`config.mk`:
```
export PLATFORM = sky130hd
export DESIGN_NAME = tsm_sensor_ctrl
export DESIGN_NICKNAME = d
export VERILOG_FILES = /design/src/rtl/tsm_pkg.sv /design/src/rtl/tsm_sensor_ctrl.sv
export VERILOG_INCLUDE_DIRS = /design/src /design/src/rtl
export SDC_FILE = /design/constraint.sdc
export NUM_CORES = 1
export LEC_CHECK = 0
export ABC_AREA = 1
export CAP_MARGIN = 20
export CORE_UTILIZATION = 25
export CTS_BUF_LIST = sky130_fd_sc_hd__clkbuf_8
export DETAILED_ROUTE_END_ITERATION = 7
export DONT_BUFFER_PORTS = 1
export GPL_TIMING_DRIVEN = 0
export PLACE_DENSITY = 0.38
export SLEW_MARGIN = 25
export SYNTH_ARGS = -nofsm -noshare
export SYNTH_HDL_FRONTEND = slang
export SYNTH_SLANG_ARGS = --single-unit
export TNS_END_PERCENT = 5
```
`constraint.sdc`:
```
create_clock -name CLOCK -period 1.6 [get_ports CLOCK]
set_clock_uncertainty 0.15 [all_clocks]
set_input_delay 0.32 -clock CLOCK [delete_from_list [all_inputs] [get_ports CLOCK]]
set_output_delay 0.32 -clock CLOCK [all_outputs]
set_load 0.01 [all_outputs]
```
`src/rtl/tsm_cfg.svh`:
```
// Constants of the thermal sensor mode control block.
`ifndef TSM_CFG_SVH
`define TSM_CFG_SVH

// ==========================================================================
// Bus target address and command codes
`define TSM_SMB_ADDR 7'h4E
`define TSM_CMD_RD_TEMP 8'h00
`define TSM_CMD_RD_CFG 8'h03
`define TSM_CMD_RD_HI 8'h07
`define TSM_CMD_RD_LO 8'h08
`define TSM_CMD_WR_CFG 8'h09
`define TSM_CMD_WR_HI 8'h0D
`define TSM_CMD_WR_LO 8'h0E
`define TSM_CMD_ONE_SHOT 8'h0F

// ==========================================================================
// Configuration byte layout and reset values
`define TSM_CFG_MASK_BIT 7
`define TSM_CFG_HALT_BIT 6
`define TSM_CFG_RESET 8'h00
`define TSM_HI_RESET 8'h7F
`define TSM_LO_RESET 8'h00
`define TSM_BIT_COUNT 4'h8

`endif

```
`src/rtl/tsm_pkg.sv`:
```
// Types of the thermal sensor mode control block.
package tsm_pkg;

   // =======================================================================
   // Configuration register
   typedef struct packed {
      logic mask;
      logic halt;
      logic [5:0] reserved_bits;
   } tsm_cfg_t;

   // =======================================================================
   // State machines
   typedef enum logic [2:0] {
      SL_IDLE,
      SL_ADDR,
      SL_ACK,
      SL_CMD,
      SL_DATA,
      SL_TX,
      SL_MACK,
      SL_IGNORE
   } tsm_slave_st_t;

   typedef enum logic {
      CV_IDLE,
      CV_BUSY
   } tsm_conv_st_t;

endpackage

```
`src/rtl/tsm_sensor_ctrl.sv`:
```
// Bus target, configuration register and conversion control of the sensor.
//
// Functional notes
// - Answer only bus transactions addressed to seven-bit address 1001 110.
// - Halt bit 6 low: convert continuously without further commands.
// - Halt bit written high: abort conversion at once, enter standby.
// - In standby each one-shot command received while no conversion is running starts exactly one conversion.
// - Mask bit 7 high holds the alert output deasserted.
// - Reset clears every configuration bit to zero.
// - Assert alert when temperature lies beyond the upper or lower limit.
`timescale 1ns/100ps
`default_nettype none
`include "tsm_cfg.svh"

module tsm_sensor_ctrl (
   input wire logic CLOCK,
   input wire logic RST_N,
   input wire logic SMB_CLK,
   input wire logic SMB_DAT_I,
   output logic SMB_DAT_O,
   output logic SMB_DAT_OE,
   output logic ALERT_N_O,
   output logic ALERT_N_OE,
   output logic CONV_START,
   output logic CONV_ABORT,
   input wire logic CONV_DONE,
   input wire logic [7:0] CONV_RESULT,
   output logic STANDBY
);

   // =======================================================================
   // State
   tsm_pkg::tsm_slave_st_t sl_st_r;
   tsm_pkg::tsm_conv_st_t cv_st_r;
   tsm_pkg::tsm_cfg_t cfg_r;
   logic scl_q_r, sda_q_r;
   logic [3:0] cnt_r;
   logic [7:0] shift_r, tx_r, cmd_r, wdata_r, temp_r, hi_r, lo_r;
   logic rd_r, ph_r, nack_r, wr_stb_r, shot_req_r, halt_q_r;
   logic oe_r, alert_oe_r, conv_start_r, conv_abort_r, standby_r;

   // =======================================================================
   // Bus line events and decode
   wire scl_rise_w = SMB_CLK & ~scl_q_r;
   wire scl_fall_w = ~SMB_CLK & scl_q_r;
   wire start_w = SMB_CLK & scl_q_r & sda_q_r & ~SMB_DAT_I;
   wire stop_w = SMB_CLK & scl_q_r & ~sda_q_r & SMB_DAT_I;
   wire byte_done_w = (cnt_r == `TSM_BIT_COUNT);
   wire addr_hit_w = (shift_r[7:1] == `TSM_SMB_ADDR);
   wire [7:0] cfg_byte_w = {cfg_r.mask, cfg_r.halt, 6'h00};
   wire [7:0] rd_byte_w =
      (cmd_r == `TSM_CMD_RD_TEMP) ? temp_r :
      (cmd_r == `TSM_CMD_RD_CFG) ? cfg_byte_w :
      (cmd_r == `TSM_CMD_RD_HI) ? hi_r :
      (cmd_r == `TSM_CMD_RD_LO) ? lo_r : 8'h00;
   wire halt_rise_w = cfg_r.halt & ~halt_q_r;
   wire out_of_range_w = (temp_r > hi_r) || (temp_r < lo_r);

   // =======================================================================
   // Bus target
   // Inputs are synchronous, so edges are found by one stage of delay.
   always_ff @(posedge CLOCK) begin
      if (!RST_N) begin
         sl_st_r <= tsm_pkg::SL_IDLE;
         scl_q_r <= 1'b1;
         sda_q_r <= 1'b1;
         cnt_r <= 4'h0;
         shift_r <= 8'h00;
         tx_r <= 8'h00;
         cmd_r <= 8'h00;
         wdata_r <= 8'h00;
         rd_r <= 1'b0;
         ph_r <= 1'b0;
         nack_r <= 1'b1;
         wr_stb_r <= 1'b0;
         shot_req_r <= 1'b0;
         oe_r <= 1'b0;
      end else begin
         scl_q_r <= SMB_CLK;
         sda_q_r <= SMB_DAT_I;
         wr_stb_r <= 1'b0;
         shot_req_r <= 1'b0;
         if (start_w) begin
            sl_st_r <= tsm_pkg::SL_ADDR;
            cnt_r <= 4'h0;
            oe_r <= 1'b0;
         end else if (stop_w) begin
            sl_st_r <= tsm_pkg::SL_IDLE;
            oe_r <= 1'b0;
         end else if (scl_rise_w) begin
            shift_r <= {shift_r[6:0], SMB_DAT_I};
            cnt_r <= 4'(cnt_r + 4'h1);
            nack_r <= SMB_DAT_I;
         end else if (scl_fall_w) begin
            case (sl_st_r)
               tsm_pkg::SL_ADDR: begin
                  if (byte_done_w && addr_hit_w) begin
                     oe_r <= 1'b1;
                     rd_r <= shift_r[0];
                     ph_r <= 1'b0;
                     sl_st_r <= tsm_pkg::SL_ACK;
                  end else if (byte_done_w) begin
                     sl_st_r <= tsm_pkg::SL_IGNORE;
                  end
               end
               tsm_pkg::SL_ACK: begin
                  cnt_r <= 4'h0;
                  if (rd_r) begin
                     tx_r <= rd_byte_w;
                     oe_r <= ~rd_byte_w[7];
                     sl_st_r <= tsm_pkg::SL_TX;
                  end else begin
                     oe_r <= 1'b0;
                     sl_st_r <= ph_r ? tsm_pkg::SL_DATA : tsm_pkg::SL_CMD;
                  end
               end
               tsm_pkg::SL_CMD: begin
                  if (byte_done_w) begin
                     cmd_r <= shift_r;
                     shot_req_r <= (shift_r == `TSM_CMD_ONE_SHOT);
                     oe_r <= 1'b1;
                     ph_r <= 1'b1;
                     sl_st_r <= tsm_pkg::SL_ACK;
                  end
               end
               tsm_pkg::SL_DATA: begin
                  if (byte_done_w) begin
                     wdata_r <= shift_r;
                     wr_stb_r <= 1'b1;
                     oe_r <= 1'b1;
                     sl_st_r <= tsm_pkg::SL_ACK;
                  end
               end
               tsm_pkg::SL_TX: begin
                  if (byte_done_w) begin
                     oe_r <= 1'b0;
                     sl_st_r <= tsm_pkg::SL_MACK;
                  end else begin
                     tx_r <= {tx_r[6:0], 1'b0};
                     oe_r <= ~tx_r[6];
                  end
               end
               tsm_pkg::SL_MACK: begin
                  if (!nack_r) begin
                     tx_r <= rd_byte_w;
                     oe_r <= ~rd_byte_w[7];
                     cnt_r <= 4'h0;
                     sl_st_r <= tsm_pkg::SL_TX;
                  end else begin
                     sl_st_r <= tsm_pkg::SL_IGNORE;
                  end
               end
               default: begin
                  oe_r <= 1'b0;
               end
            endcase
         end
      end
   end

   // =======================================================================
   // Registers written over the bus
   // Reserved bits are not stored; they always read back as zero.
   always_ff @(posedge CLOCK) begin
      if (!RST_N) begin
         cfg_r <= `TSM_CFG_RESET;
         hi_r <= `TSM_HI_RESET;
         lo_r <= `TSM_LO_RESET;
      end else if (wr_stb_r) begin
         if (cmd_r == `TSM_CMD_WR_CFG) begin
            cfg_r.mask <= wdata_r[`TSM_CFG_MASK_BIT];
            cfg_r.halt <= wdata_r[`TSM_CFG_HALT_BIT];
            cfg_r.reserved_bits <= 6'h00;
         end
         if (cmd_r == `TSM_CMD_WR_HI) begin
            hi_r <= wdata_r;
         end
         if (cmd_r == `TSM_CMD_WR_LO) begin
            lo_r <= wdata_r;
         end
      end
   end

   // =======================================================================
   // Conversion control
   // A one-shot in continuous mode is ignored; its result is undefined.
   always_ff @(posedge CLOCK) begin
      if (!RST_N) begin
         cv_st_r <= tsm_pkg::CV_IDLE;
         conv_start_r <= 1'b0;
         conv_abort_r <= 1'b0;
         temp_r <= 8'h00;
         halt_q_r <= 1'b0;
         standby_r <= 1'b0;
         alert_oe_r <= 1'b0;
      end else begin
         halt_q_r <= cfg_r.halt;
         standby_r <= cfg_r.halt;
         conv_start_r <= 1'b0;
         conv_abort_r <= 1'b0;
         alert_oe_r <= ~cfg_r.mask & out_of_range_w;
         case (cv_st_r)
            tsm_pkg::CV_IDLE: begin
               if (!cfg_r.halt || shot_req_r) begin
                  conv_start_r <= 1'b1;
                  cv_st_r <= tsm_pkg::CV_BUSY;
               end
            end
            tsm_pkg::CV_BUSY: begin
               if (halt_rise_w) begin
                  conv_abort_r <= 1'b1;
                  cv_st_r <= tsm_pkg::CV_IDLE;
               end else if (CONV_DONE) begin
                  temp_r <= CONV_RESULT;
                  cv_st_r <= tsm_pkg::CV_IDLE;
               end
            end
            default: begin
               cv_st_r <= tsm_pkg::CV_IDLE;
            end
         endcase
      end
   end

   // =======================================================================
   // Outputs
   // Both lines are open drain, so the driven level is a constant low.
   logic sda_o_r, alert_o_r;
   always_ff @(posedge CLOCK) begin
      sda_o_r <= 1'b0;
      alert_o_r <= 1'b0;
   end

   assign SMB_DAT_O = sda_o_r;
   assign SMB_DAT_OE = oe_r;
   assign ALERT_N_O = alert_o_r;
   assign ALERT_N_OE = alert_oe_r;
   assign CONV_START = conv_start_r;
   assign CONV_ABORT = conv_abort_r;
   assign STANDBY = standby_r;

endmodule
`default_nettype wire

```
* Word level (Yosys, flattened, before mapping)
Index checks and enable logic that the tools add are counted.
** Cells by class
- Order comparisons :: 2
- Bitwise gates (word level) :: 27
- $add $sub $neg :: 1
- Reduce and logical (&&, ||, !) cells :: 33
- Muxes and demuxes :: 38
- Equal/unequal tests :: 28
** Operator list (count)
- == test 8 x 4 -> 1 bit (second input constant) :: 5
- 2-to-1 mux 8 bit :: 4
- AND reduction 6 bit :: 5
- 2-to-1 mux 7 bit :: 3
- one-hot mux 7 bit (3 select lines) :: 1
- 2-to-1 mux 3 bit :: 6
- NOT 1 bit :: 18
- 2-to-1 mux 1 bit :: 15
- one-hot mux 3 bit (5 select lines) :: 1
- 2-to-1 mux 4 bit :: 3
- inequality test 2 bit (second input constant) :: 6
- bitwise AND 1 bit :: 9
- == test 3 bit (second input constant) :: 3
- nonzero test 3 bit :: 3
- == test 8 x 2 -> 1 bit (second input constant) :: 1
- == test 8 x 3 -> 1 bit (second input constant) :: 1
- > comparator 8 bit :: 1
- zero test 8 bit :: 1
- less-than comparator 8 bit :: 1
- one-hot mux 4 bit (2 select lines) :: 1
- AND reduction 2 bit :: 4
- AND reduction 8 bit :: 1
- == test 7 bit (second input constant) :: 1
- AND reduction 7 bit :: 1
- 26 further kinds :: 34
** Storage, ports and cells
- Register bits :: 77
- Output and inout port bits :: 7

* Logic depth before layout (Yosys ltp)
Gate-level depths: netlist of the first run.
- Word-level depth :: 8
- Gate-level depth with buffers :: 12
- Mapped depth without buffers :: 12

* Worst setup path after synthesis of the first run
OpenSTA, ideal clock, no wires.
- Path kind :: register to register
- Start :: register cnt_r[0]
- End :: register cmd_r[5]
- Data required time :: 1.331 ns
- Arrival :: 1.411 ns
- Path buffers :: 1
- Path slack :: -0.081 ns
- Cell stages (with the launch flop) :: 11
- Cell sequence :: dfxtp_1 -> inv_1 -> ha_1 -> nand2_1 -> nor2_4 -> inv_1 -> nor2_1 -> nand2_2 -> buf_4 -> o21ai_0 -> a21oi_1
** On the way
- Longest elaborated chain between the ends :: 2
** RTL lines
- start, declared :: line tsm_sensor_ctrl.sv:37 : logic [3:0] cnt_r;
- start signal, assigned :: line tsm_sensor_ctrl.sv:92 : cnt_r <= 4'(cnt_r + 4'h1);
- == test 4 bit (no line)
- AND reduction 6 bit (no line)
- end signal, assigned :: line tsm_sensor_ctrl.sv:119 : cmd_r <= shift_r;
- end, declared :: line tsm_sensor_ctrl.sv:38 : logic [7:0] shift_r, tx_r, cmd_r, wdata_r, temp_r, hi_r, lo_r;
No other way between the ends.
A chain may end at the register's enable or synchronous reset.

* Worst setup path after layout of the first run
- Start :: input port SMB_DAT_I
- End :: register cmd_r[6]
** On the way
- Longest elaborated chain between the ends :: 4
** RTL lines
- start, declared :: line tsm_sensor_ctrl.sv:19 : input wire logic SMB_DAT_I,
- NOT 1 bit :: line tsm_sensor_ctrl.sv:46 : wire start_w = SMB_CLK & scl_q_r & sda_q_r & ~SMB_DAT_I;
- bitwise AND 1 bit :: line tsm_sensor_ctrl.sv:46
- NOT 1 bit (no line)
- AND reduction 6 bit (no line) (*)
Every way passes the cells marked *; elsewhere a longest branch is shown, timed or not.

==> results of run 1 <==
[how the worst max path moves through the flow]
stage,to,startpoint,cells past startpoint,slack (ns)
finish,cmd_r[6],SMB_DAT_I,10,-0.13
global route,cmd_r[5],cnt_r[1],10,-0.21
CTS,wdata_r[6],scl_q_r,9,-0.15
detailed placement,lo_r[0],cmd_r[7],8,-0.36
global placement,lo_r[0],cmd_r[5],8,-0.37
floorplan,wdata_r[5],SMB_CLK,9,-0.06
[cells in the mapped netlist, drive strengths merged]
| master | number |
|---|---|
| ha | 20 |
| dfxtp | 77 |
| nor4 | 1 |
| o21a | 4 |
| nand2 | 102 |
| nand4 | 7 |
| inv | 74 |
| conb | 1 |
| or2 | 5 |
| clkbuf | 7 |
| clkinv | 1 |
| nor2 | 81 |
| nand3b | 2 |
| o211ai | 6 |
| nand3 | 49 |
| nor3 | 10 |
| o21ai | 51 |
| a21oi | 51 |
| nor3b | 1 |
| o21bai | 2 |
| a41o | 1 |
| buf | 10 |
[power breakdown]
group / leakage [nW] / switching, mW / total (mW) / internal [mW]
Sequential: 0.629 / 0.0668 / 2.04 / 1.97
Clock: 0.0971 / 0.718 / 1.50 / 0.778
Combinational: 1.38 / 0.305 / 0.517 / 0.212
[state kept, by name, indices dropped and copies added, names as in the netlist, 2 cells and up]
register	flops
cmd_r	8
shift_r	8
sl_st_r	3
hi_r	8
lo_r	8
tx_r	7
temp_r	8
cnt_r	4
cfg_byte_w	2
wdata_r	8
[layout make-up]
class	instances	area, um^2
plain buffers	17	123
clock buffers	11	151
clock inverters	2	35.0
fillers	1678	10400
inverters	75	289
multi-input cells	395	2290
flip-flops and latches	77	1560
well taps	211	264
repair buffers	33	298
[critical path: stages]
cell and delay, ns:
dlygate4sd3_1 0.57, inv_2 0.07, nand3_2 0.11, nand2_4 0.16
nor2_8 0.05, buf_4 0.14, nand2_4 0.12, buf_6 0.14
o21ai_2 0.05, a21oi_1 0.13
[logic make-up after synthesis]
logic type | Yosys count | share of synthesized area [%]
DFF | 77 | 38.6
other | 1 | 0.0940
buffers and inverters | 92 | 9.35
AOI/OAI and AO/OA | 115 | 15.8
and+or+nand+nor | 258 | 29.9
adders and majority gates | 20 | 6.27
[timing repair]
item / in CTS / in global routing
setup endpoints to repair: 70 / 60
endpoints found under the hold margin: 11 / 0
hold buffers: 9 / 0
pin swaps: 15 / 11
gates cloned: 2 / 0
resized for setup: 66 / 37
buffers inserted: 16 / 6
[stage by stage]
step,cell area (um^2),hold WS [ns]
2_1_floorplan,4000,0.257
3_3_place_gp,4260,0.261
3_5_place_dp,4260,0.264
4_1_cts,4890,0.00590
5_1_grt,5010,0.0142
6_report,5010,0.0301
[per-layer routing]
metal  track usage [%]  part of all wire, %  up-vias
met4              2.91                 0.70        0
met3              4.22                  4.0        6
met2              25.7                   47       66
met5                 0                    0        -
li1                  -                    -     1927
met1              20.2                   48     1700
==> flow_metrics.tcl, run 1 <==
set metrics [dict create \
    syn_to_final_growth_pct 25.7 \
    grt_max_degree 12 \
    totalWireLength_um 11700 \
    maxSlewHeadroom_pct 50.0 \
    cts-root-buf "clkbuf_8" \
    place_ws_ns -0.363 \
    yosys_warnings 0 \
    layout_common_cells "nand2_1, dfxtp_1, nor2_1" \
    yosys.cell_types.count 39 \
    dieWidth_um 128 \
    nNetsFinal 641 \
    cts_sinks 77 \
    setup_viol 34 \
    cts_max_level 3 \
    clock.fmax_mhz 579 \
    final_core_util_pct 32.6 \
    ir_drop_mv 0.366 \
    violations "setup timing" \
    core_um2 15400 \
    cts_tree "built" \
    clk_pin_slew_ns 0.08 \
    r2r-start "scl_q_r" \
    synth_top_cell_by_area "dfxtp_1" \
    hold_end "temp_r[0]" \
    viasPerCell 4.51 \
    yosysTopAreaCellShare_pct 38.6 \
    dr.first_iter.drc_count 209 \
    die_area_um2 16500 \
    worstPathRequired_ns 1.75 \
    maxCapViolCount 0 \
    total_power_mw 4.05 \
    finalNonFillerCells 821 \
    hold_viol 0 \
    initial_utilization_pct 26.0 \
    rr_endpoint "cmd_r[6]" \
    period_minus_slack_ns 1.73 \
    diodes 0 \
    worstHoldStart "CONV_RESULT[0]" \
    drive_above_1_share_pct 21.3 \
    grt_pass1_wl_um 19400 \
    die_y_um 128 \
    p_leak_nw 2.11 \
    synthTopCellsByArea "dfxtp_1, nand2_1, nor2_1, inv_1, ha_1" \
    hold_path_depth 2 \
    worst_r2r_path_depth 9 \
    row_count 45 \
    yosysSeqAreaShare_pct 38.6 \
    critPathCaptureType "register" \
    fin_setup_tns_ns -1.74 \
    pin_count 20 \
    overflow 0 \
    hold_path_class "in -> reg" \
    timing_worst_setup_path_type "in -> reg" \
    dp.final_hpwl_um 8740 \
    start_kind "input pin" \
    slew_violations 0 \
    gp_congestion 0.833 \
    grt.total_usage_pct 15.5 \
    grt_setup_unrepaired "true" \
    arrival_ns 1.87 \
    status "finished with violations" \
    placedCellCount 775 \
    port_buffers 0 \
    drt_drc_violations_left 0 \
    antenna_found_initial 0 \
    via_count 3699 \
    worstMarginPinSlew_ns 0.749 \
    layout_commonest_cell "nand2_1" \
    cts_made_buffers 9 \
    synth_cells 563 \
    first_pass_iters 4 \
    wl_per_cell_um 14.2 \
    ant_nets 0 \
    ys_ff_latch 77 \
    fin_crit_sh_pct 108 \
    worstSkewPairLatency_ns 0.36 \
    post_synth_instance_area_um2 3990 \
    critPathMaxFanout 8 \
    fin_ws_ns -0.126 \
    p_per_area_nw_per_um2 808 \
    r2r_slack_ns -0.10 \
    cts_buffer_depth 2 \
    grt_pass1_vias 3623 \
    avgSynthCellArea_um2 7.08 \
]
(Power assumes the default switching activity.)
==> run 2, diff against run 1 <==
--- a/config.mk
+++ b/config.mk
@@ -14,6 +14,7 @@
 export DONT_BUFFER_PORTS = 1
 export GPL_TIMING_DRIVEN = 0
 export PLACE_DENSITY = 0.38
+export SETUP_SLACK_MARGIN = 0.1
 export SLEW_MARGIN = 25
 export SYNTH_ARGS = -nofsm -noshare
 export SYNTH_HDL_FRONTEND = slang
==> flow_metrics.tcl, run 2 (same netlist as run 1, synthesis figures left out) <==
set metrics [dict create \
    layout_commonest_cell "nand2_1" \
    swShare_pct 27.1 \
    via_count 3682 \
    hold_path_class "in -> reg" \
    grt_max_degree 12 \
    worstHoldStart "CONV_RESULT[0]" \
    die_area_um2 16500 \
    drive_above_1_share_pct 22.0 \
    fin_crit_sh_pct 108 \
    setup_viol 34 \
    wl_per_cell_um 14.3 \
    cts_sinks 77 \
    hold_end "temp_r[0]" \
    cts_made_buffers 9 \
    dr.first_iter.drc_count 199 \
    rr_endpoint "cmd_r[6]" \
    drt_drc_violations_left 0 \
    grt.total_usage_pct 15.5 \
    cts_tree "built" \
    ant_nets 0 \
    worst_r2r_path_depth 9 \
    r2r_slack_ns -0.11 \
    syn_to_final_growth_pct 25.9 \
    pin_count 20 \
    ir_drop_mv 0.369 \
    first_pass_iters 4 \
    hold_slack_ns 0.0277 \
    critPathMaxFanout 8 \
    cts-root-buf "clkbuf_8" \
    row_count 45 \
    totalWireLength_um 11700 \
    seqPwrFrac_pct 50.2 \
    start_kind "input pin" \
    hold_viol 0 \
    period_minus_slack_ns 1.73 \
    dieWidth_um 128 \
    die_y_um 128 \
    place_ws_ns -0.363 \
    worstPathRequired_ns 1.75 \
    p_sw_mw 1.10 \
    initial_utilization_pct 26.0 \
    critPathCaptureType "register" \
    antenna_found_initial 0 \
    overflow 0 \
    cts_max_level 3 \
    layout_common_cells "nand2_1, dfxtp_1, nor2_1" \
    dp.final_hpwl_um 8740 \
    pwr-share-clk_pct 37.0 \
    grt_setup_unrepaired "true" \
    worstSkewPairLatency_ns 0.36 \
    violations "setup timing" \
    worstMarginPinSlew_ns 0.721 \
    final_core_util_pct 32.7 \
    p_leak_nw 2.11 \
    hold_path_depth 2 \
    timing_worst_setup_path_type "in -> reg" \
    internal-power_mw 2.96 \
    clk_pin_slew_ns 0.08 \
    pwr-share-comb_pct 12.8 \
    maxSlewHeadroom_pct 51.9 \
    grt_pass1_wl_um 19400 \
    port_buffers 0 \
    p_per_area_nw_per_um2 809 \
    diodes 0 \
    clock.fmax_mhz 577 \
    cts_buffer_depth 2 \
    status "finished with violations" \
    fin_ws_ns -0.134 \
    total_power_mw 4.06 \
    viasPerCell 4.48 \
    final.fill_count 1670 \
    core_um2 15400 \
    r2r-start "scl_q_r" \
    nNetsFinal 641 \
    arrival_ns 1.88 \
    grt_pass1_vias 3625 \
    slew_violations 0 \
    maxCapViolCount 0 \
    gp_congestion 0.833 \
]
==> run 2: cell counts in the layout (fill, tap and decap cells not counted) <==
No cell type changed its count.
==> run 2: what timing repair did <==
action | 4_1_cts | 5_1_grt
gates cloned | 2 | 0
endpoints found under the setup margin | 71 | 71
hold endpoints to repair | 11 | 0
buffers inserted | 16 | 6
hold buffers | 9 | 0
pin swaps | 20 | 15
resized for setup | 76 | 32
==> run 2: power by group through the flow <==
| stage | registers [mW] | logic, mW | clock network (mW) |
|---|---|---|---|
| detailed placement | 2.08 | 0.412 | 0 |
| finish | 2.04 | 0.521 | 1.50 |
| floorplan | 2.06 | 0.312 | 0 |
| CTS | 2.04 | 0.498 | 1.58 |
| global placement | 2.08 | 0.410 | 0 |
| global route | 2.05 | 0.589 | 1.66 |
==> run 2: final cells by class <==
class / instances / area (um^2) / area share [%]
tap: 211 / 264 / 5.26
buffer: 17 / 123 / 2.44
multi-input combinational: 395 / 2300 / 45.8
clock inverter: 2 / 35.0 / 0.698
clock buffer: 11 / 151 / 3.01
inverter: 75 / 289 / 5.75
sequential: 77 / 1560 / 31.1
timing repair buffer: 33 / 298 / 5.93
==> run 2: worst max path at each step <==
stage,start,cells after the start,end
after CTS,scl_q_r,9,wdata_r[6]
after detailed placement,cmd_r[7],8,lo_r[0]
final,SMB_DAT_I,10,cmd_r[6]
after global routing,scl_q_r,9,wdata_r[5]
after global placement,cmd_r[5],8,lo_r[0]
after floorplan,SMB_CLK,9,wdata_r[5]
==> run 2: layer usage <==
layer  vias to the layer above  track usage [%]  part of all wire [%]
li1                       1920                -                     -
met1                      1706             20.3                    49
met2                        48             25.7                    47
met3                         8             4.22                   3.1
met4                         0             2.91                  0.75
met5                         -                0                     0
==> run 2: worst max-delay path, stage by stage <==
cell and delay (ns):
dlygate4sd3_1 0.58, inv_2 0.07, nand3_2 0.11, nand2_4 0.15, nor2_8 0.05, buf_4 0.14, nand2_4 0.12, buf_6 0.14
o21ai_2 0.05, a21oi_1 0.13
==> run 2: through the flow <==
stage,setup TNS [ns],cell area (um^2),instances
floorplan,-0.641,4000,564
global placement,-13.31,4260,775
detailed placement,-13.54,4260,775
CTS,-2.21,4910,815
global route,-6.51,5020,821
finish,-2.01,5020,821
==> run 3, diff against run 2 <==
--- a/config.mk
+++ b/config.mk
@@ -13,6 +13,7 @@
 export DETAILED_ROUTE_END_ITERATION = 7
 export DONT_BUFFER_PORTS = 1
 export GPL_TIMING_DRIVEN = 0
+export HOLD_SLACK_MARGIN = 0.1
 export PLACE_DENSITY = 0.38
 export SETUP_SLACK_MARGIN = 0.1
 export SLEW_MARGIN = 25
==> flow_metrics.tcl, run 3 (same netlist as run 1, synthesis figures left out) <==
set metrics [dict create \
    status "finished with violations" \
    violations "setup timing" \
    cp_cell_sequence "dlygate4sd3_1, inv_2, nand3_2, nand2_4, nor2_8, buf_4, nand2_4, buf_6, o21ai_2, a21oi_1" \
    grt_pass1_wl_um 19500 \
    critPathCaptureType "register" \
    grt.total_usage_pct 15.6 \
    final.fill_count 1669 \
    cts_sinks 77 \
    cts-root-buf "clkbuf_8" \
    p_leak_nw 2.12 \
    grt_pass1_vias 3645 \
    overflow 0 \
    dp.final_hpwl_um 8740 \
    port_buffers 0 \
    cp_slowest_cell "dlygate4sd3_1" \
    antenna_found_initial 0 \
    grt_max_degree 12 \
    drt_drc_violations_left 0 \
    slew_violations 0 \
    worstMarginPinSlew_ns 0.705 \
    critical_path.max_stage_delay_ns 0.58 \
    internal-power_mw 2.97 \
    arrival_ns 1.88 \
    cts_made_buffers 9 \
    cts_buffer_depth 2 \
    worst_r2r_path_depth 9 \
    row_count 45 \
    fin_ws_ns -0.135 \
    critPathLaunch "SMB_DAT_I" \
    wl_per_cell_um 14.3 \
    total_power_mw 4.06 \
    timing_worst_setup_path_type "in -> reg" \
    diodes 0 \
    pwr-share-comb_pct 13.0 \
    start_kind "input pin" \
    dieWidth_um 128 \
    setup_viol 34 \
    initial_utilization_pct 26.0 \
    syn_to_final_growth_pct 26.7 \
    r2r-start "scl_q_r" \
    period_minus_slack_ns 1.74 \
    endpoint "cmd_r[6]" \
    clk_pin_slew_ns 0.08 \
    cts_tree "built" \
    die_y_um 128 \
    viasPerCell 4.50 \
    ant_nets 0 \
    place_ws_ns -0.363 \
    p_sw_mw 1.09 \
    cts_max_level 3 \
    via_count 3708 \
    dr.first_iter.drc_count 206 \
    critPathMaxFanout 8 \
    pin_count 20 \
    first_pass_iters 4 \
    maxCapViolCount 0 \
    totalWireLength_um 11700 \
    fin_crit_sh_pct 108 \
    worstPathRequired_ns 1.74 \
    rr_endpoint "cmd_r[6]" \
    die_area_um2 16500 \
    layout_common_cells "nand2_1, dfxtp_1, nor2_1" \
    crit_top_cell "nand2_4" \
    grt_setup_unrepaired "true" \
    worstSkewPairLatency_ns 0.36 \
    r2r_slack_ns -0.11 \
    nNetsFinal 644 \
    p_per_area_nw_per_um2 803 \
    pwr-share-clk_pct 36.8 \
    layout_commonest_cell "nand2_1" \
    ir_drop_mv 0.368 \
    drive_above_1_share_pct 21.9 \
    seqPwrFrac_pct 50.2 \
    maxSlewHeadroom_pct 53.0 \
    final_core_util_pct 32.9 \
    gp_congestion 0.833 \
    core_um2 15400 \
    hold_viol 0 \
    swShare_pct 26.9 \
    clock.fmax_mhz 576 \
    hold_path_class "in -> reg" \
]
run 3: cell types whose count changed in the layout (fill, tap and decap cells not counted), sizes merged:
cell	before	now
dlygate4sd3	9	12
run 3: how the worst min path moves through the flow:
stage / start / to / slack, ns / depth (start not counted)
6_report: CONV_DONE / cv_st_r / 0.12 / 2
3_5_place_dp: SMB_DAT_I / sda_q_r / 0.26 / 2
3_3_place_gp: SMB_DAT_I / sda_q_r / 0.26 / 2
5_1_grt: CONV_DONE / cv_st_r / 0.10 / 2
4_1_cts: CONV_DONE / cv_st_r / 0.10 / 2
2_1_floorplan: SMB_DAT_I / sda_q_r / 0.26 / 2
run 3: routing by layer:
metal	share of wire (%)	GRT usage, %	wire length, um
met5	0	0	0
met1	48	20.4	5700
met3	4.1	4.22	482
met2	47	25.8	5490
met4	0.70	2.91	82
run 3: area by class of cell:
cell class | instances | area (um^2) | share of cell area [%]
Tap cell | 211 | 264 | 5.23
Timing Repair Buffer | 36 | 328 | 6.49
Clock inverter | 2 | 35.0 | 0.693
Inverter | 75 | 289 | 5.72
Clock buffer | 11 | 151 | 3.00
Buffer | 17 | 123 | 2.43
Sequential cell | 77 | 1560 | 30.9
Multi-Input combinational cell | 395 | 2300 | 45.5
run 3: repair_timing:
item,4_1_cts,5_1_grt
endpoints found under the setup margin,71,71
pin swaps,20,15
hold endpoints to repair,15,0
gates resized for setup,76,32
hold buffers,12,0
setup buffers,16,6
gates cloned,2,0
run 3: worst max-delay path: cells and delay by family:
kind	cells	cell delay, ns
AND/OR/NAND/NOR	4	0.43
buffers and inverters	4	0.93
AO/OA/AOI/OAI	2	0.18
run 3: through the flow:
step / std cells / instance area [um^2] / TNS (ns) / hold WS, ns
floorplan: 564 / 4000 / -0.641 / 0.257
global placement: 775 / 4260 / -13.31 / 0.261
detailed placement: 775 / 4260 / -13.54 / 0.264
CTS: 818 / 4940 / -2.21 / 0.104
global route: 824 / 5050 / -6.51 / 0.101
finish: 824 / 5050 / -2.07 / 0.123
run 3: power groups by stage:
stage          combinational [mW]  sequential [mW]  clock, mW
2_1_floorplan               0.312             2.06          0
3_3_place_gp                0.410             2.08          0
3_5_place_dp                0.412             2.08          0
4_1_cts                     0.504             2.04       1.58
5_1_grt                     0.595             2.05       1.66
6_report                    0.526             2.04       1.50
